File: src/bfs_pkg.sv
// package: register map, field layout, timing constants and carriers of the supervisor
// Summary of operation
// - initiation: pickup alarm, delay, then failure trip
// - internal and external paths kept fully separate
// - any phase above threshold means current flows
// - contact check on: current and contacts judged
// - contact check off: current flow only
// - criterion lost: timer drops, no trip
// - external initiate held for whole delay
// - function switch and block input disable
// - inert unless enabled at configuration
// - delay 0.06 to 60.00 s, default 0.25
// - open contact open, closed contact inverted
// - four auxiliary contact wiring cases supported
// - breaker state tracked before any initiation
// - pickup optionally routed onto retrip output
// - general trip plus source specific trip
// - status shows off, blocked or active
package bfs_pkg;
    // ------------------------------------------------------------
    // register byte offsets
    // ------------------------------------------------------------
    localparam logic [7:0] ADDR_CTRL = 8'h00;
    localparam logic [7:0] ADDR_DELAY = 8'h04;
    localparam logic [7:0] ADDR_THRESH = 8'h08;
    localparam logic [7:0] ADDR_STATUS = 8'h0C;
    localparam logic [7:0] ADDR_IRQ_STAT = 8'h10;
    localparam logic [7:0] ADDR_IRQ_MASK = 8'h14;
    // ------------------------------------------------------------
    // fields and reset values
    // ------------------------------------------------------------
    localparam logic [5:0] CTRL_RESET = 6'h00;
    localparam logic [12:0] DELAY_MIN = 13'h0006;
    localparam logic [12:0] DELAY_MAX = 13'h1770;
    localparam logic [12:0] DELAY_RESET = 13'h0019;
    localparam logic [11:0] THRESH_RESET = 12'h010;
    localparam logic [2:0] IRQ_MASK_RESET = 3'h0;
    localparam int IRQ_INT_PICKUP = 0;
    localparam int IRQ_EXT_PICKUP = 1;
    localparam int IRQ_TRIP = 2;
    // ------------------------------------------------------------
    // timing: the delay counts 10 ms ticks of a 10 MHz clock
    // ------------------------------------------------------------
    localparam int TICK_US = 10000;
    localparam int CLK_MHZ = 10;
    localparam int TICK_CYC = TICK_US * CLK_MHZ;
    // auxiliary contact wiring cases
    typedef enum logic [1:0] {
        BFS_AUX_BOTH,
        BFS_AUX_NO_ONLY,
        BFS_AUX_NC_ONLY,
        BFS_AUX_NONE
    } bfs_aux_t;
    // software settings carried as one word
    typedef struct packed {
        bfs_aux_t aux_wiring;
        logic retrip_ext;
        logic retrip_int;
        logic contact_check_select;
        logic function_switch;
    } bfs_ctrl_t;
    // operating state
    typedef enum logic [1:0] {
        BFS_OFF,
        BFS_BLOCKED,
        BFS_ACTIVE
    } bfs_state_t;
endpackage
File: src/bfs_breaker_fail_protect.sv
// breaker failure supervisor with apb register slave and interrupt
//
// The register addresses and the APB register port were decided locally.
`timescale 1ns/1ns
module bfs_breaker_fail_protect #(
    parameter int TICK_CYCLES = bfs_pkg::TICK_CYC
) (
    input wire logic i_mclk,
    input wire logic i_rst,
    input wire logic i_psel,
    input wire logic i_penable,
    input wire logic i_pwrite,
    input wire logic [7:0] i_paddr,
    input wire logic [31:0] i_pwdata,
    output logic [31:0] o_prdata,
    output logic o_pready,
    output logic o_pslverr,
    input wire logic i_config_enable,
    input wire logic i_block_input,
    input wire logic i_failure_initiate,
    input wire logic i_external_initiate,
    input wire logic [11:0] i_phase_a,
    input wire logic [11:0] i_phase_b,
    input wire logic [11:0] i_phase_c,
    input wire logic i_aux_no,
    input wire logic i_aux_nc,
    output logic o_internal_pickup,
    output logic o_external_pickup,
    output logic o_failure_trip,
    output logic o_internal_failure_trip,
    output logic o_external_failure_trip,
    output logic o_retrip_routing,
    output logic o_state_off,
    output logic o_state_blocked,
    output logic o_state_active,
    output logic o_irq
);
    // ------------------------------------------------------------
    // configuration strap, caught one edge after reset release
    // ------------------------------------------------------------
    logic rst_d_r;
    logic cfg_en_r;
    always_ff @(posedge i_mclk) begin
        rst_d_r <= i_rst;
        if (i_rst) begin
            cfg_en_r <= 1'b0;
        end else if (rst_d_r) begin
            cfg_en_r <= i_config_enable;
        end
    end

    // ------------------------------------------------------------
    // registers and apb decode
    // ------------------------------------------------------------
    bfs_pkg::bfs_ctrl_t ctrl_r;
    logic [12:0] delay_r;
    logic [11:0] thresh_r;
    logic [2:0] irq_stat_r;
    logic [2:0] irq_mask_r;
    logic [2:0] irq_event;
    logic [31:0] status_word;
    logic [31:0] rd_data;
    logic rd_hit;

    wire access = i_psel && i_penable && !o_pready;
    // a write lands on the edge that completes the transfer, pready seen high
    wire wr = i_psel && i_penable && o_pready && i_pwrite;
    wire sel_ctrl = i_paddr == bfs_pkg::ADDR_CTRL;
    wire sel_delay = i_paddr == bfs_pkg::ADDR_DELAY;
    wire sel_thresh = i_paddr == bfs_pkg::ADDR_THRESH;
    wire sel_status = i_paddr == bfs_pkg::ADDR_STATUS;
    wire sel_istat = i_paddr == bfs_pkg::ADDR_IRQ_STAT;
    wire sel_imask = i_paddr == bfs_pkg::ADDR_IRQ_MASK;
    // out-of-range delays are clamped so the tick count stays in range
    wire [12:0] wr_delay = i_pwdata[12:0];
    wire [12:0] delay_nxt = (wr_delay < bfs_pkg::DELAY_MIN) ? bfs_pkg::DELAY_MIN :
        (wr_delay > bfs_pkg::DELAY_MAX) ? bfs_pkg::DELAY_MAX : wr_delay;

    // read mux as an if chain, unmapped addresses answer with an error
    always_comb begin
        rd_data = 32'h0000_0000;
        rd_hit = 1'b1;
        if (sel_ctrl) begin
            rd_data = {26'h0, ctrl_r};
        end else if (sel_delay) begin
            rd_data = {19'h0, delay_r};
        end else if (sel_thresh) begin
            rd_data = {20'h0, thresh_r};
        end else if (sel_status) begin
            rd_data = status_word;
        end else if (sel_istat) begin
            rd_data = {29'h0, irq_stat_r};
        end else if (sel_imask) begin
            rd_data = {29'h0, irq_mask_r};
        end else begin
            rd_hit = 1'b0;
        end
    end

    // one wait state: pready rises the cycle after the access phase starts
    always_ff @(posedge i_mclk) begin
        if (i_rst) begin
            o_pready <= 1'b0;
            o_pslverr <= 1'b0;
            o_prdata <= 32'h0000_0000;
        end else begin
            o_pready <= access;
            o_pslverr <= access && !rd_hit;
            o_prdata <= (access && !i_pwrite) ? rd_data : 32'h0000_0000;
        end
    end

    // settings written by software
    always_ff @(posedge i_mclk) begin
        if (i_rst) begin
            ctrl_r <= bfs_pkg::bfs_ctrl_t'(bfs_pkg::CTRL_RESET);
            delay_r <= bfs_pkg::DELAY_RESET;
            thresh_r <= bfs_pkg::THRESH_RESET;
            irq_mask_r <= bfs_pkg::IRQ_MASK_RESET;
        end else begin
            if (wr && sel_ctrl) begin
                ctrl_r <= bfs_pkg::bfs_ctrl_t'(i_pwdata[5:0]);
            end
            if (wr && sel_delay) begin
                delay_r <= delay_nxt;
            end
            if (wr && sel_thresh) begin
                thresh_r <= i_pwdata[11:0];
            end
            if (wr && sel_imask) begin
                irq_mask_r <= i_pwdata[2:0];
            end
        end
    end

    // ------------------------------------------------------------
    // operating state
    // ------------------------------------------------------------
    bfs_pkg::bfs_state_t state;
    assign state = (!cfg_en_r || !ctrl_r.function_switch) ? bfs_pkg::BFS_OFF :
        i_block_input ? bfs_pkg::BFS_BLOCKED : bfs_pkg::BFS_ACTIVE;
    wire active = state == bfs_pkg::BFS_ACTIVE;

    // ------------------------------------------------------------
    // breaker position, tracked at all times
    // ------------------------------------------------------------
    logic [11:0] phase [3];
    logic [2:0] phase_over;
    assign phase[0] = i_phase_a;
    assign phase[1] = i_phase_b;
    assign phase[2] = i_phase_c;
    genvar g;
    generate
        for (g = 0; g < 3; g++) begin : g_phase
            assign phase_over[g] = phase[g] > thresh_r;
        end
    endgenerate
    wire current_flow = |phase_over;

    // contact inputs are high while the contact is closed; no contact is
    // closed with the breaker closed, nc contact is open with it closed
    function automatic logic aux_closed(input bfs_pkg::bfs_aux_t mode,
                                        input logic no_c, input logic nc_c);
        case (mode)
            bfs_pkg::BFS_AUX_BOTH: aux_closed = no_c && !nc_c;
            bfs_pkg::BFS_AUX_NO_ONLY: aux_closed = no_c;
            bfs_pkg::BFS_AUX_NC_ONLY: aux_closed = !nc_c;
            default: aux_closed = 1'b0; // no contact: never claims closed
        endcase
    endfunction

    // an auxiliary contact may open before the arc clears, so current
    // flow alone keeps the criterion alive even if contacts say open
    logic brk_closed_r;
    wire brk_closed_nxt = current_flow ||
        (ctrl_r.contact_check_select &&
         aux_closed(ctrl_r.aux_wiring, i_aux_no, i_aux_nc));
    always_ff @(posedge i_mclk) begin
        if (i_rst) begin
            brk_closed_r <= 1'b0;
        end else begin
            brk_closed_r <= brk_closed_nxt;
        end
    end

    // ------------------------------------------------------------
    // time base shared by both delay timers
    // ------------------------------------------------------------
    logic [16:0] pre_r;
    wire tick = pre_r == 17'(TICK_CYCLES - 1);
    always_ff @(posedge i_mclk) begin
        if (i_rst || tick) begin
            pre_r <= 17'h00000;
        end else begin
            pre_r <= pre_r + 17'h00001;
        end
    end

    // ------------------------------------------------------------
    // two independent initiation paths: 0 internal, 1 external
    // ------------------------------------------------------------
    logic [1:0] pick_r;
    logic [1:0] trip_r;
    logic [12:0] cnt_r [2];
    logic [1:0] pick_nxt;
    // internal initiation is latched while the breaker still looks closed,
    // external must stay present for the whole delay against bounce
    assign pick_nxt[0] = active && brk_closed_r &&
        (pick_r[0] || i_failure_initiate);
    assign pick_nxt[1] = active && brk_closed_r && i_external_initiate;
    generate
        for (g = 0; g < 2; g++) begin : g_path
            always_ff @(posedge i_mclk) begin
                if (i_rst || !pick_nxt[g]) begin
                    pick_r[g] <= 1'b0;
                    trip_r[g] <= 1'b0;
                    cnt_r[g] <= 13'h0000;
                end else begin
                    pick_r[g] <= 1'b1;
                    if (pick_r[g] && tick && cnt_r[g] != delay_r) begin
                        cnt_r[g] <= cnt_r[g] + 13'h0001;
                    end
                    trip_r[g] <= pick_r[g] && cnt_r[g] == delay_r;
                end
            end
        end
    endgenerate

    // ------------------------------------------------------------
    // interrupt: sticky status, write one to clear, set wins
    // ------------------------------------------------------------
    logic trip_any_d_r;
    logic [1:0] pick_d_r;
    assign irq_event[bfs_pkg::IRQ_INT_PICKUP] = pick_r[0] && !pick_d_r[0];
    assign irq_event[bfs_pkg::IRQ_EXT_PICKUP] = pick_r[1] && !pick_d_r[1];
    assign irq_event[bfs_pkg::IRQ_TRIP] = (|trip_r) && !trip_any_d_r;
    wire [2:0] irq_clr = (wr && sel_istat) ? i_pwdata[2:0] : 3'h0;
    always_ff @(posedge i_mclk) begin
        if (i_rst) begin
            irq_stat_r <= 3'h0;
            pick_d_r <= 2'h0;
            trip_any_d_r <= 1'b0;
            o_irq <= 1'b0;
        end else begin
            irq_stat_r <= (irq_stat_r & ~irq_clr) | irq_event;
            pick_d_r <= pick_r;
            trip_any_d_r <= |trip_r;
            o_irq <= |(((irq_stat_r & ~irq_clr) | irq_event) & irq_mask_r);
        end
    end

    // ------------------------------------------------------------
    // registered outputs
    // ------------------------------------------------------------
    always_ff @(posedge i_mclk) begin
        if (i_rst) begin
            o_internal_pickup <= 1'b0;
            o_external_pickup <= 1'b0;
            o_failure_trip <= 1'b0;
            o_internal_failure_trip <= 1'b0;
            o_external_failure_trip <= 1'b0;
            o_retrip_routing <= 1'b0;
            o_state_off <= 1'b1;
            o_state_blocked <= 1'b0;
            o_state_active <= 1'b0;
        end else begin
            o_internal_pickup <= pick_r[0];
            o_external_pickup <= pick_r[1];
            o_failure_trip <= |trip_r;
            o_internal_failure_trip <= trip_r[0];
            o_external_failure_trip <= trip_r[1];
            o_retrip_routing <= (ctrl_r.retrip_int && pick_r[0]) ||
                (ctrl_r.retrip_ext && pick_r[1]);
            o_state_off <= state == bfs_pkg::BFS_OFF;
            o_state_blocked <= state == bfs_pkg::BFS_BLOCKED;
            o_state_active <= active;
        end
    end

    assign status_word = {23'h0, brk_closed_r, trip_r, pick_r, 1'b0,
                          o_state_active, o_state_blocked, o_state_off};
endmodule

File: config.mk
export PLATFORM = sky130hd
export DESIGN_NAME = bfs_breaker_fail_protect
export DESIGN_NICKNAME = d
export VERILOG_FILES = /design/src/bfs_pkg.sv /design/src/bfs_breaker_fail_protect.sv
export SDC_FILE = /design/constraint.sdc
export NUM_CORES = 1
export LEC_CHECK = 0
export ABC_AREA = 1
export ABC_CLOCK_PERIOD_IN_PS = 1850
export BUFFER_PORTS_ARGS = -buffer_cell sky130_fd_sc_hd__buf_2
export CAP_MARGIN = 20
export CORE_MARGIN = 2
export CORE_UTILIZATION = 50
export CTS_CLUSTER_SIZE = 30
export DETAILED_ROUTE_END_ITERATION = 6
export PLACE_DENSITY = 0.77
export SYNTH_ARGS = -nofsm -noshare
export SYNTH_HDL_FRONTEND = slang
export SYNTH_SLANG_ARGS = --single-unit
File: constraint.sdc
create_clock -name i_mclk -period 1.85 [get_ports i_mclk]
set_clock_uncertainty 0.15 [all_clocks]
set_input_delay 0.0925 -clock i_mclk [delete_from_list [all_inputs] [get_ports i_mclk]]
set_output_delay 0.0925 -clock i_mclk [all_outputs]
set_load 0.05 [all_outputs]
* Word level (Yosys, flattened, before mapping)
Memory sizes are Yosys's and may differ from the RTL's. Cells that the tools add are included.
Cells by class: $lt $le $gt $ge 5, reductions and logical operators 54, equality and inequality tests 14, $add $sub $neg 3, bitwise gates (word level) 7, multiplexer cells 32
Operator list (number):
- $mux W13 | 5
- $gt A12 B12 Y1 | 3
- $logic_and A1 B1 Y1 | 27
- $add A13 B1 Y13 const B | 2
- $eq A13 B13 Y1 | 2
- $ne A13 B13 Y1 | 2
- $mux W1 | 18
- $add A17 B1 Y17 const B | 1
- $eq A17 B17 Y1 const B | 1
- $eq A8 B4 Y1 const B | 2
- $eq A8 B5 Y1 const B | 2
- $gt A13 B13 Y1 const B | 1
- $lt A13 B3 Y1 const B | 1
- $mux W12 | 1
- $logic_not A1 Y1 | 11
- $mux W3 | 3
- $mux W9 | 1
- $reduce_or A3 Y1 | 3
- $eq A8 B3 Y1 const B | 1
- $logic_not A8 Y1 | 1
- $logic_or A1 B1 Y1 | 7
- $reduce_or A7 Y1 | 1
- $and A3 B3 Y3 | 2
- $mux W6 | 1
- other kinds (10) | 16
Word-level totals: output and inout bits 44, memories 1, bits in writable memories 26, logic and storage cells 149, flip-flop bits (word level) 107, input port bits 87
Memories:
- cnt_r | depth 2, bits a word 13, read ports 2, clocked after Yosys merged registers in 0, wr ports 2, RTL line bfs_breaker_fail_protect.sv:204 | logic [12:0] cnt_r [2];

* Logic depth before layout (Yosys ltp)
Gate-level depths: netlist (run 1).
depth after elaboration 11, depth in mapped cells 13

* Least setup slack after synthesis (run 1)
OpenSTA, ideal clock, no wires.
path type reg2reg, start register pre_r[0], end memory cnt_r[1][0] (enable), setup slack -173 ps, stages on the path, launching flop included 8, setup time 356 ps, path buffers 0, data arrival time 1517 ps, cells stage by stage dfxtp_1 ha_1 nand2_1 nor2_4 nand4_4 nor3_4 nand2_1 nand2_1
RTL lines:
- start: declaration | RTL line bfs_breaker_fail_protect.sv:189 | logic [16:0] pre_r;
- start signal: assignment | RTL line bfs_breaker_fail_protect.sv:195 | pre_r <= pre_r + 17'h00001;
- end: declaration | RTL line bfs_breaker_fail_protect.sv:204

==> impl_summary.txt, run 1 <==
----------------------------------------------------
[Yosys]
  Proportion of register bits with asynchronous set or reset after synthesis ... 0%
  Number of synthesized flops with an enable pin ... 26
  Gate count after technology mapping ... 878
  Number of distinct standard cells referenced by the synthesized netlist ... 45
  Most frequently used cell type in the post-synthesis netlist ... sky130_fd_sc_hd__nand2_1
  Commonest register cell after synthesis ... sky130_fd_sc_hd__dfxtp_1
  Sequential-to-total area share from yosys stat ... 38.6%
  Total of flip-flops plus latches after synthesis ... 112
  Synthesis Warnings ... 0
  Post-synthesis instance area ... 0.00648 mm²
  Commonest cells post-synth ... 207 x sky130_fd_sc_hd__nand2_1, 116 x sky130_fd_sc_hd__inv_1, 105 x sky130_fd_sc_hd__nor2_1, 86 x sky130_fd_sc_hd__dfxtp_1, 63 x sky130_fd_sc_hd__a21oi_1
  Share of Yosys cell area claimed by the top area cell type ... 26.5%
  Leading post-synthesis cells by cell area ... sky130_fd_sc_hd__dfxtp_1 27%, sky130_fd_sc_hd__edfxtp_1 12%, sky130_fd_sc_hd__nand2_1 12%
  Average footprint of a synthesized cell ... 7.39 µm²
  Cell type contributing the most total cell area after synthesis ... sky130_fd_sc_hd__dfxtp_1

[Critical path]
  Signal arrival time at the worst endpoint ... 1.87 ns
  CP startpoint kind ... input pin
  Crit-path max FO ... 5
  Required arrival time at the worst endpoint ... 1.91 ns
  Setup slack of the worst register-to-register path ... 0.05 ns
  Logic depth of the worst path, buffers included ... 8
  CP Class ... input pin to register
  Buf/Inv on CP ... 4
  Cell chain of the critical path ... dlygate4sd3_1 -> buf_2 -> inv_1 -> nand3_1 -> nor2_1 -> buf_4 -> nand3_2 -> a21oi_2
  Largest incremental delay on the critical path ... 0.55 ns
  Cell with the biggest individual delay on the critical path ... sky130_fd_sc_hd__dlygate4sd3_1
  Critical Path Sink Type ... register
  FF-to-FF path depth ... 7
  Gate family responsible for the most delay along the worst path ... buffers and inverters

[CTS]
  Number of buffers inserted during clock tree synthesis ... 9
  Number of levels the H-tree was split into ... 3
  Clock tree from TritonCTS ... built
  Insertion delay of the later-clocked pin in the worst-skew pair ... 0.36 ns
  Clock transition time at the flip-flop clock pins of the worst setup and hold paths ... 0.07 ns
  Maximum buffer depth of the clock tree ... 2
  Clock root buffer ... sky130_fd_sc_hd__clkbuf_16
  Sinks on Clock Net ... 112

[Layout]
  Number of fill cells in the layout ... 1,151
  Nets@finish ... 1,151
  Area of all placed cells without fillers ... 0.00790 mm²
  Inserted Diodes ... 0
  Fraction of final layout cells with drive strength greater than 1 ... 18.6%
  Share of the core filled with cells ... 62.6%
  Syn-to-layout area delta ... 21.9%

[Flow run]
  Max Cap Violations ... 0

[Floorplan]
  Total number of placement rows ... 41
  Starting density of the core ... 51.4%
  Core region area ... 0.0126 mm²
  Die Area ... 0.0139 mm²
  Vertical die dimension ... 118 µm
  Die Width ... 118 µm
  I/O pins ... 131

[Place]
  DP Wirelength ... 12.2 mm
  Buffers added on ports ... 92
  Cell area after placement ... 0.00729 mm²
  Global placer's final weighted congestion ... 0.925

[Hold path]
  Hold Crit Class ... input pin to register
  Hold Path Cell Cnt ... 4

[STA]
  Final Max Tran Viols ... 0
  Number of setup violations in the final report ... 0
  Remaining max-slew budget at the tightest pin ... 65.5%
  Final clock period utilization by the worst path ... 97.7%
  Post-layout min period ... 1.81 ns
  RSZ-0062 raised after global routing ... yes
  Number of failing hold endpoints at the final stage ... 0
  Slew at the pin with the worst max-slew slack ... 0.518 ns
  Highest clock rate ... 553 MHz

[Detailed routing]
  Total number of vias ... 6,098
  Remaining design rule violation count ... 0
  Wirelength, routed ... 16.3 mm
  Routed vias/inst ... 5.07
  Router iterations before antenna repair ... 5
  Average wire per standard cell ... 13.6 µm
  Number of violations reported at the end of detailed-routing iteration 0 ... 449
  Final antenna-violating net count ... 0

[Pwr]
  Worst vdd rail ir drop ... 517 µV
  Leakage power ... 3.52 nW
  Areal power density over the cells ... 637 mW/mm²

[Global routing]
  First-pass GRT wire length ... 26.6 mm
  Vias in the first global route ... 5,732
  Global routing usage summed across all routing layers ... 23.4%
  Number of antenna violations at the first check in global routing ... 0
  Overall overflow remaining after global route ... 0
  Pin count of the biggest net entering global routing ... 27

[Run status]
  Status ... finished clean

----------------------------------------------------
[cell families (layout without fill, tap and decap cells)]
group | Yosys count | count (layout) | share of synthesized area, %
AOI/OAI and AO/OA | 125 | 125 | 10.4
DFF | 112 | 112 | 38.6
other | 1 | 19 | 0.0578
adders and majority gates | 39 | 39 | 7.52
xor gates and xnor gates | 31 | 31 | 4.19
and+or+nand+nor | 419 | 421 | 29.2
buffers and inverters | 150 | 282 | 9.96
muxes | 1 | 1 | 0.154
[report_power, final]
group	internal [mW]	switching (mW)	total, mW
Sequential	2.50	0.0118	2.51
Combinational	0.162	0.281	0.443
Clock	1.19	0.891	2.08
Total	3.85	1.18	5.03
[area by class of cell]
type / count / area, µm² / area share, %
flip-flops and latches: 112 / 2510 / 31.7
multi-input cells: 636 / 3490 / 44.2
clock buffers: 9 / 225 / 2.85
inverters: 120 / 452 / 5.72
well taps: 172 / 215 / 2.72
clock inverters: 7 / 93.8 / 1.19
repair buffers: 146 / 917 / 11.6
[state kept, by name, indices dropped and copies added, names as in the netlist, 2 cells and up]
| signal | cells |
|---|---|
| cnt_r | 26 |
| pre_r | 17 |
| delay_r | 13 |
| o_prdata | 13 |
| thresh_r | 12 |
| ctrl_r | 6 |
| irq_mask_r | 3 |
| irq_stat_r | 3 |
| pick_d_r | 2 |
| pick_r | 2 |
| status_word | 2 |
[worst reg2reg max path, delay by kind of cell (launching register included)]
kind | cells | cell delay (ns)
buffers and inverters | 2 | 0.30
AOI/OAI and AO/OA | 1 | 0.12
DFF | 1 | 0.37
and+or+nand+nor | 4 | 0.73
[layout by cell type (no fill, tap or decap), types with 2 or more instances in the layout]
cell type / n
sky130_fd_sc_hd__ha_1: 37
sky130_fd_sc_hd__o211ai_1: 6
sky130_fd_sc_hd__conb_1: 19
sky130_fd_sc_hd__nand2_2: 4
sky130_fd_sc_hd__nor2_2: 8
sky130_fd_sc_hd__nor4_1: 2
sky130_fd_sc_hd__nand2_1: 203
sky130_fd_sc_hd__clkinv_1: 3
sky130_fd_sc_hd__xnor2_1: 14
sky130_fd_sc_hd__a21o_1: 3
sky130_fd_sc_hd__nand4_1: 19
sky130_fd_sc_hd__nor3_1: 9
sky130_fd_sc_hd__nor3_4: 3
sky130_fd_sc_hd__nand3_1: 45
sky130_fd_sc_hd__nand3_2: 3
sky130_fd_sc_hd__edfxtp_1: 26
sky130_fd_sc_hd__nor2_4: 4
sky130_fd_sc_hd__nor2_1: 101
sky130_fd_sc_hd__bufinv_16: 2
sky130_fd_sc_hd__clkbuf_16: 9
sky130_fd_sc_hd__inv_2: 2
sky130_fd_sc_hd__nor3b_1: 2
sky130_fd_sc_hd__nand2_4: 3
sky130_fd_sc_hd__o21ai_0: 43
sky130_fd_sc_hd__o21ai_1: 3
sky130_fd_sc_hd__xor2_1: 17
sky130_fd_sc_hd__nand3_4: 3
sky130_fd_sc_hd__a21oi_2: 3
sky130_fd_sc_hd__buf_2: 92
sky130_fd_sc_hd__clkinv_2: 3
sky130_fd_sc_hd__inv_1: 115
sky130_fd_sc_hd__buf_4: 34
sky130_fd_sc_hd__dfxtp_2: 3
sky130_fd_sc_hd__and2_1: 2
sky130_fd_sc_hd__a21oi_1: 63
sky130_fd_sc_hd__dfxtp_1: 83
sky130_fd_sc_hd__dlygate4sd3_1: 19
sky130_fd_sc_hd__or2_2: 4
[final timing paths]
path / start / end
setup reg to reg: ctrl_r[0]$_SDFFE_PP0P_ / cnt_r[0][9]$_SDFFCE_PN0P_
setup / recovery: i_block_input / cnt_r[0][9]$_SDFFCE_PN0P_
hold / removal: i_pwrite / o_prdata[12]$_SDFF_PP0_
hold reg to reg: rst_d_r$_DFF_P_ / cfg_en_r$_SDFFE_PP0P_
[through the flow]
step	setup TNS [ns]	hold WS (ns)	instances	power (mW)	worst slack, ns
2_1_floorplan	-0.388	-0.0298	896	2.85	-0.0298
3_3_place_gp	0	0.119	1159	2.96	0.0730
3_5_place_dp	0	0.123	1159	2.97	0.0315
4_1_cts	0	0.0138	1194	5.06	0.00534
5_1_grt	-0.552	0.0429	1202	5.22	-0.0426
6_report	0	0.0236	1202	5.03	0.0423
[per-layer routing]
layer / share of wire [%] / vias up / track usage [%]
met5: 0 / - / 0
met4: 1.7 / 0 / 6.93
met3: 7.7 / 30 / 4.99
met2: 46 / 200 / 38.3
met1: 45 / 2758 / 31.0
li1: - / 3110 / -
[repair_timing]
item                                    CTS  global route
endpoints found under the setup margin    0            56
hold buffers                             19             0
hold endpoints to repair                 35             0
buffers inserted                          0             6
resized for setup                         0            13
Power figures use the tool's default switching activity.
==> inputs of run 2 (changes only) <==
CORE_MARGIN = 10   (was 2)
==> run 2 against run 1 <==
Net effect:
- sequential power hardly changed
- flip-flop and latch count unchanged
- clock power is 11% lower
- cell count rose by 0.25%
- critical path type is now register to register
- critical endpoint is now cnt_r[1][7]$_SDFFCE_PN0P_
==> impl_summary.txt, run 2 (synthesized netlist as in run 1, its figures left out) <==
----------------------------------------------------
[Run status]
  Status ... finished clean

[Floorplan]
  Total number of placement rows ... 41 (unchanged)
  Core region area ... 0.0127 mm² (+0.41%)
  I/O pins ... 131 (unchanged)
  Vertical die dimension ... 134 µm (+14%)
  Die Area ... 0.0179 mm² (+29%)
  Die Width ... 134 µm (+14%)
  Starting density of the core ... 51.2% (-0.21 points)

[Place]
  DP Wirelength ... 13.4 mm (+9.4%)
  Buffers added on ports ... 92 (unchanged)
  Global placer's final weighted congestion ... 0.909 (-1.7%)
  Cell area after placement ... 0.00729 mm² (+0.10%)

[Layout]
  Commonest non-fill, non-tap cell in the layout ... sky130_fd_sc_hd__nand2_1
  Number of flip-flops in the largest register ... 26 (unchanged)
  Fraction of final layout cells with drive strength greater than 1 ... 19.6% (+0.91 points)
  Regs by FF count ... cnt_r x26, pre_r x17
  Area of all placed cells without fillers ... 0.00792 mm² (+0.19%)
  Area taken by flip-flops and latches ... 0.00251 mm² (unchanged)
  Syn-to-layout area delta ... 22.1%
  Nets@finish ... 1,154 (+0.26%)
  Share of the core filled with cells ... 62.5% (-0.14 points)
  Number of fill cells in the layout ... 1,114 (-3.2%)
  Inserted Diodes ... 0 (unchanged)
  Commonest cells after routing, fill and taps aside ... 202 x sky130_fd_sc_hd__nand2_1, 112 x sky130_fd_sc_hd__inv_1, 99 x sky130_fd_sc_hd__nor2_1, 92 x sky130_fd_sc_hd__buf_2, 83 x sky130_fd_sc_hd__dfxtp_1
  Register with the most flip-flops ... cnt_r
  Area occupied by multi-input gates ... 0.00351 mm² (+0.57%)

[Detailed routing]
  Average wire per standard cell ... 14.4 µm (+6.3%)
  Routed vias/inst ... 5.12 (+0.91%)
  Router iterations before antenna repair ... 6 (+1)
  Wirelength, routed ... 17.4 mm (+6.6%)
  Remaining design rule violation count ... 0 (unchanged)
  Total number of vias ... 6,169 (+1.2%)
  Number of violations reported at the end of detailed-routing iteration 0 ... 420 (-6.5%)
  Final antenna-violating net count ... 0 (unchanged)

[Critical path]
  Crit-path max FO ... 7 (+2)
  CP Class ... register to register
  Required arrival time at the worst endpoint ... 1.80 ns (-0.11 ns)
  Signal arrival time at the worst endpoint ... 1.77 ns (-0.10 ns)
  CP startpoint kind ... register
  Critical Path Sink Type ... register

[CTS]
  Maximum buffer depth of the clock tree ... 2 (unchanged)
  Clock root buffer ... sky130_fd_sc_hd__clkbuf_16
  Insertion delay of the later-clocked pin in the worst-skew pair ... 0.35 ns (about the same)
  Sinks on Clock Net ... 112 (unchanged)
  Clock tree from TritonCTS ... built
  Number of buffers inserted during clock tree synthesis ... 9 (unchanged)
  Clock transition time at the flip-flop clock pins of the worst setup and hold paths ... 0.07 ns (about the same)
  Number of levels the H-tree was split into ... 3 (unchanged)

[STA]
  Post-layout min period ... 1.82 ns (+0.00924 ns)
  Remaining max-slew budget at the tightest pin ... 64.3% (-1.1 points)
  RSZ-0062 raised after global routing ... yes
  Number of failing hold endpoints at the final stage ... 0 (unchanged)
  Final Max Tran Viols ... 0 (unchanged)
  Number of setup violations in the final report ... 0 (unchanged)
  Highest clock rate ... 550 MHz (-0.51%)
  Final clock period utilization by the worst path ... 98.2% (+0.50 points)
  Slew at the pin with the worst max-slew slack ... 0.534 ns (+0.0169 ns)

[Flow run]
  Max Cap Violations ... 0 (unchanged)

[Pwr]
  Fraction of power consumed by combinational cells ... 9.3% (+0.5 points)
  Relative contribution of the clock network to total power ... 38.6% (-2.7 points)
  Proportion of power drawn by flip-flops and latches ... 52.1% (+2.2 points)
  Net switching component of the power ... 1.19 mW (+0.77%)
  Leakage power ... 3.51 nW (-0.23%)
  Cell Int Power ... 3.63 mW (-5.8%)
  Areal power density over the cells ... 609 mW/mm² (-4.5%)
  Net Sw Frac ... 24.7% (+1.2 points)
  Worst vdd rail ir drop ... 543 µV (+5.0%)

[Global routing]
  Number of antenna violations at the first check in global routing ... 0 (unchanged)
  Vias in the first global route ... 5,861 (+2.3%)
  Pin count of the biggest net entering global routing ... 27 (unchanged)
  First-pass GRT wire length ... 27.9 mm (+4.7%)
  Overall overflow remaining after global route ... 0 (unchanged)
  Global routing usage summed across all routing layers ... 18.7% (-4.7 points)

[Hold path]
  Hold Crit Class ... input pin to register

----------------------------------------------------
[run 2: changes by cell type in the layout (fill, tap and decap cells not counted), moves of 2 or more]
cell                        change
sky130_fd_sc_hd__bufinv_16      -2
sky130_fd_sc_hd__inv_1          -3
sky130_fd_sc_hd__inv_2          +2
sky130_fd_sc_hd__nor2_1         -2
[run 2: final timing paths]
path,endpoint,slack (ns),cells after the start,start
hold reg to reg,cfg_en_r$_SDFFE_PP0P_,0.28,1,rst_d_r$_DFF_P_
setup / recovery,cnt_r[1][7]$_SDFFCE_PN0P_,0.03,9,cnt_r[1][0]$_SDFFCE_PN0P_
setup reg to reg,cnt_r[1][7]$_SDFFCE_PN0P_,0.03,9,cnt_r[1][0]$_SDFFCE_PN0P_
hold / removal,o_prdata[12]$_SDFF_PP0_,0.02,4,i_pwrite
[run 2: final cells by class]
type | count | area share [%]
timing repair buffer | 149 | 11.9
tap | 172 | 2.72
multi-input combinational | 636 | 44.4
inverter | 120 | 5.75
clock inverter | 5 | 0.490
clock buffer | 11 | 3.07
sequential | 112 | 31.7
[run 2: power groups by stage]
stage	logic, mW	clock network (mW)	registers [mW]
6_report	0.449	1.86	2.51
3_3_place_gp	0.395	0	2.57
3_5_place_dp	0.404	0	2.57
4_1_cts	0.441	1.88	2.51
5_1_grt	0.495	1.97	2.51
2_1_floorplan	0.283	0	2.57
[run 2: stage by stage]
stage | total power, mW | setup WS [ns] | TNS, ns | std cells | hold WS, ns
final | 4.82 | 0.0331 | 0 | 1205 | 0.0184
after floorplan | 2.85 | -0.0298 | -0.388 | 896 | -0.0298
after CTS | 4.83 | 0.0191 | 0 | 1196 | 0.00429
after detailed placement | 2.97 | 0.0403 | 0 | 1160 | 0.124
after global routing | 4.98 | -0.0632 | -1.23 | 1205 | 0.0270
after global placement | 2.96 | 0.0777 | 0 | 1160 | 0.119
[run 2: per-layer routing]
layer | GRT usage, % | vias to the layer above | wire (µm)
met4 | 5.62 | 0 | 309
met1 | 23.8 | 2800 | 7460
met3 | 4.33 | 28 | 1410
li1 | - | 3111 | -
met2 | 30.9 | 230 | 8230
met5 | 0 | - | 0
[run 2: what timing repair did]
action / 4_1_cts / 5_1_grt
endpoints found under the hold margin: 34 / 0
hold buffers: 20 / 0
gates resized for setup: 0 / 22
endpoints found under the setup margin: 0 / 52
buffers inserted: 0 / 7
[run 2: worst max-delay path, cell delays in order, from the launching register on]
cell and delay (ns):
sky130_fd_sc_hd__edfxtp_1 0.43, sky130_fd_sc_hd__buf_6 0.15, sky130_fd_sc_hd__xor2_1 0.14, sky130_fd_sc_hd__nor2_1 0.13
sky130_fd_sc_hd__nand2_1 0.07, sky130_fd_sc_hd__nor2_1 0.09, sky130_fd_sc_hd__nand2_1 0.10, sky130_fd_sc_hd__buf_6 0.15
sky130_fd_sc_hd__nand3_2 0.11, sky130_fd_sc_hd__nor2_1 0.05
==> inputs of run 3 (changes only) <==
PLACE_DENSITY = unset   (was 0.77)
PLACE_DENSITY_LB_ADDON = 0.08   (was unset)
==> run 3 against run 2 <==
Net effect:
- wire length shrank 0.16%
- total power grew 1.9%
- count of clock-buffer cells in the layout is the same
- design area shrank 0.16%
- flip-flop and latch count is the same
- combinational power shrank 2%
- critical endpoint is now cnt_r[1][12]$_SDFFCE_PN0P_
- setup slack gained 0.060 ns
- maximum frequency grew 3.4%
- core utilization shrank 0.099 points
- worst hold slack gained 0.0062 ns
==> impl_summary.txt, run 3 (synthesized netlist as in run 1, its figures left out) <==
----------------------------------------------------
[STA]
  Accumulated negative setup slack ... 0 ns (unchanged)
  Final WS setup ... 0.0929 ns (+0.0598 ns)
  Number of setup violations in the final report ... 0 (unchanged)
  RSZ-0062 raised after global routing ... yes
  Post-layout min period ... 1.76 ns (-0.0598 ns)
  Remaining max-slew budget at the tightest pin ... 60.7% (-3.6 points)
  Number of failing hold endpoints at the final stage ... 0 (unchanged)
  Highest clock rate ... 569 MHz (+3.4%)
  Final clock period utilization by the worst path ... 95.0% (-3.2 points)
  Final Max Tran Viols ... 0 (unchanged)
  Slew at the pin with the worst max-slew slack ... 0.589 ns (+0.0545 ns)

[Floorplan]
  Die Area ... 0.0179 mm² (unchanged)
  Starting density of the core ... 51.2% (unchanged)
  Core region area ... 0.0127 mm² (unchanged)
  I/O pins ... 131 (unchanged)
  Total number of placement rows ... 41 (unchanged)
  Vertical die dimension ... 134 µm (unchanged)
  Die Width ... 134 µm (unchanged)

[Layout]
  Fraction of final layout cells with drive strength greater than 1 ... 18.5% (-1.0 points)
  Register with the most flip-flops ... cnt_r
  Nets@finish ... 1,152 (-0.17%)
  Commonest cells after routing, fill and taps aside ... 203 x sky130_fd_sc_hd__nand2_1, 115 x sky130_fd_sc_hd__inv_1, 102 x sky130_fd_sc_hd__nor2_1, 92 x sky130_fd_sc_hd__buf_2, 83 x sky130_fd_sc_hd__dfxtp_1
  Syn-to-layout area delta ... 21.9%
  Number of flip-flops in the largest register ... 26 (unchanged)
  Regs by FF count ... cnt_r x26, pre_r x17
  Commonest non-fill, non-tap cell in the layout ... sky130_fd_sc_hd__nand2_1
  Inserted Diodes ... 0 (unchanged)

[Pwr]
  Net Sw Frac ... 23.7% (-1.1 points)
  Proportion of power drawn by flip-flops and latches ... 51.1% (-1.0 points)
  Leakage power ... 3.51 nW (about the same)
  Relative contribution of the clock network to total power ... 40.0% (+1.4 points)
  Cell Int Power ... 3.75 mW (+3.3%)
  Net switching component of the power ... 1.16 mW (-2.5%)
  Areal power density over the cells ... 621 mW/mm² (+2.0%)
  Fraction of power consumed by combinational cells ... 8.9% (-0.4 points)
  Worst vdd rail ir drop ... 467 µV (-14%)

[Hold path]
  Hold Crit Class ... input pin to register

[Global routing]
  Global routing usage summed across all routing layers ... 18.8% (+0.086 points)
  First-pass GRT wire length ... 27.8 mm (-0.44%)
  Number of antenna violations at the first check in global routing ... 0 (unchanged)
  Pin count of the biggest net entering global routing ... 27 (unchanged)
  Vias in the first global route ... 5,533 (-5.6%)
  Overall overflow remaining after global route ... 0 (unchanged)

[Critical path]
  Crit-path max FO ... 7 (unchanged)
  Signal arrival time at the worst endpoint ... 1.66 ns (-0.11 ns)
  CP Class ... register to register
  CP startpoint kind ... register
  Setup slack of the worst register-to-register path ... 0.09 ns (+0.06 ns)
  Critical Path Sink Type ... register
  Required arrival time at the worst endpoint ... 1.75 ns (-0.05 ns)

[Detailed routing]
  Average wire per standard cell ... 14.4 µm (about the same)
  Wirelength, routed ... 17.4 mm (-0.16%)
  Routed vias/inst ... 4.92 (-4.0%)
  Final antenna-violating net count ... 0 (unchanged)
  Router iterations before antenna repair ... 5 (-1)
  Total number of vias ... 5,914 (-4.1%)
  Number of violations reported at the end of detailed-routing iteration 0 ... 300 (-29%)
  Remaining design rule violation count ... 0 (unchanged)

[CTS]
  Clock transition time at the flip-flop clock pins of the worst setup and hold paths ... 0.07 ns (about the same)
  Clock tree from TritonCTS ... built
  Clock root buffer ... sky130_fd_sc_hd__clkbuf_16
  Insertion delay of the later-clocked pin in the worst-skew pair ... 0.35 ns (about the same)
  Number of buffers inserted during clock tree synthesis ... 9 (unchanged)
  Maximum buffer depth of the clock tree ... 2 (unchanged)
  Sinks on Clock Net ... 112 (unchanged)
  Number of levels the H-tree was split into ... 3 (unchanged)

[Place]
  DP Wirelength ... 13.7 mm (+2.2%)
  Buffers added on ports ... 92 (unchanged)
  Placement Setup Slack ... 0.0549 ns (+0.0146 ns)
  Global placer's final weighted congestion ... 0.885 (-2.6%)

[Run status]
  Status ... finished clean

[Flow run]
  Max Cap Violations ... 0 (unchanged)

----------------------------------------------------
==> run 3: layer usage <==
metal  up-vias  routed length [µm]  GRT usage [%]
met5         -                   0              0
met2       184                7810           30.3
met1      2603                8110           25.4
met3        14                1270           3.73
met4         0                 193           4.29
li1       3113                   -              -
==> run 3: through the flow <==
step                      area [µm²]  util (%)  cells  total power [mW]  hold WS (ns)
after global routing            7910      62.4   1203              5.09        0.0501
after detailed placement        7310      57.7   1162              2.97         0.120
after floorplan                 6590         -    896              2.85       -0.0298
final                           7910      62.4   1203              4.91        0.0246
after CTS                       7800      61.5   1197              4.93        0.0176
after global placement          7310      57.7   1162              2.97         0.122
==> run 3: worst paths after layout <==
kind	from	end	depth (start not counted)
hold / removal	i_pwrite	o_prdata[12]$_SDFF_PP0_	4
hold reg to reg	rst_d_r$_DFF_P_	cfg_en_r$_SDFFE_PP0P_	1
setup / recovery	pre_r[0]$_SDFF_PP0_	cnt_r[1][12]$_SDFFCE_PN0P_	7
setup reg to reg	pre_r[0]$_SDFF_PP0_	cnt_r[1][12]$_SDFFCE_PN0P_	7
==> run 3: cell type report <==
class                   count  area, µm²
repair buffers            146        925
multi-input cells         637       3510
clock inverters             5       55.1
fillers                  1185       4770
inverters                 120        452
flip-flops and latches    112       2510
clock buffers              11        243
well taps                 172        215
==> run 3: repair_timing <==
action / 4_1_cts / 5_1_grt
buffers inserted: 0 / 3
endpoints found under the setup margin: 0 / 50
hold buffers: 19 / 0
hold endpoints to repair: 40 / 0
gates resized for setup: 0 / 15
==> run 3: power by group through the flow <==
stage / clock network (mW) / registers (mW) / logic, mW
floorplan: 0 / 2.57 / 0.283
global placement: 0 / 2.57 / 0.400
detailed placement: 0 / 2.57 / 0.404
CTS: 1.98 / 2.51 / 0.438
global route: 2.09 / 2.51 / 0.489
finish: 1.96 / 2.51 / 0.438
==> run 3: critical path: stages (launching register included) <==
cell	delay, ns
sky130_fd_sc_hd__dfxtp_4	0.37
sky130_fd_sc_hd__ha_4	0.14
sky130_fd_sc_hd__nand2_4	0.05
sky130_fd_sc_hd__nor2_4	0.13
sky130_fd_sc_hd__nand4_4	0.14
sky130_fd_sc_hd__nor3_4	0.20
sky130_fd_sc_hd__nand2_2	0.13
sky130_fd_sc_hd__nand2_4	0.15
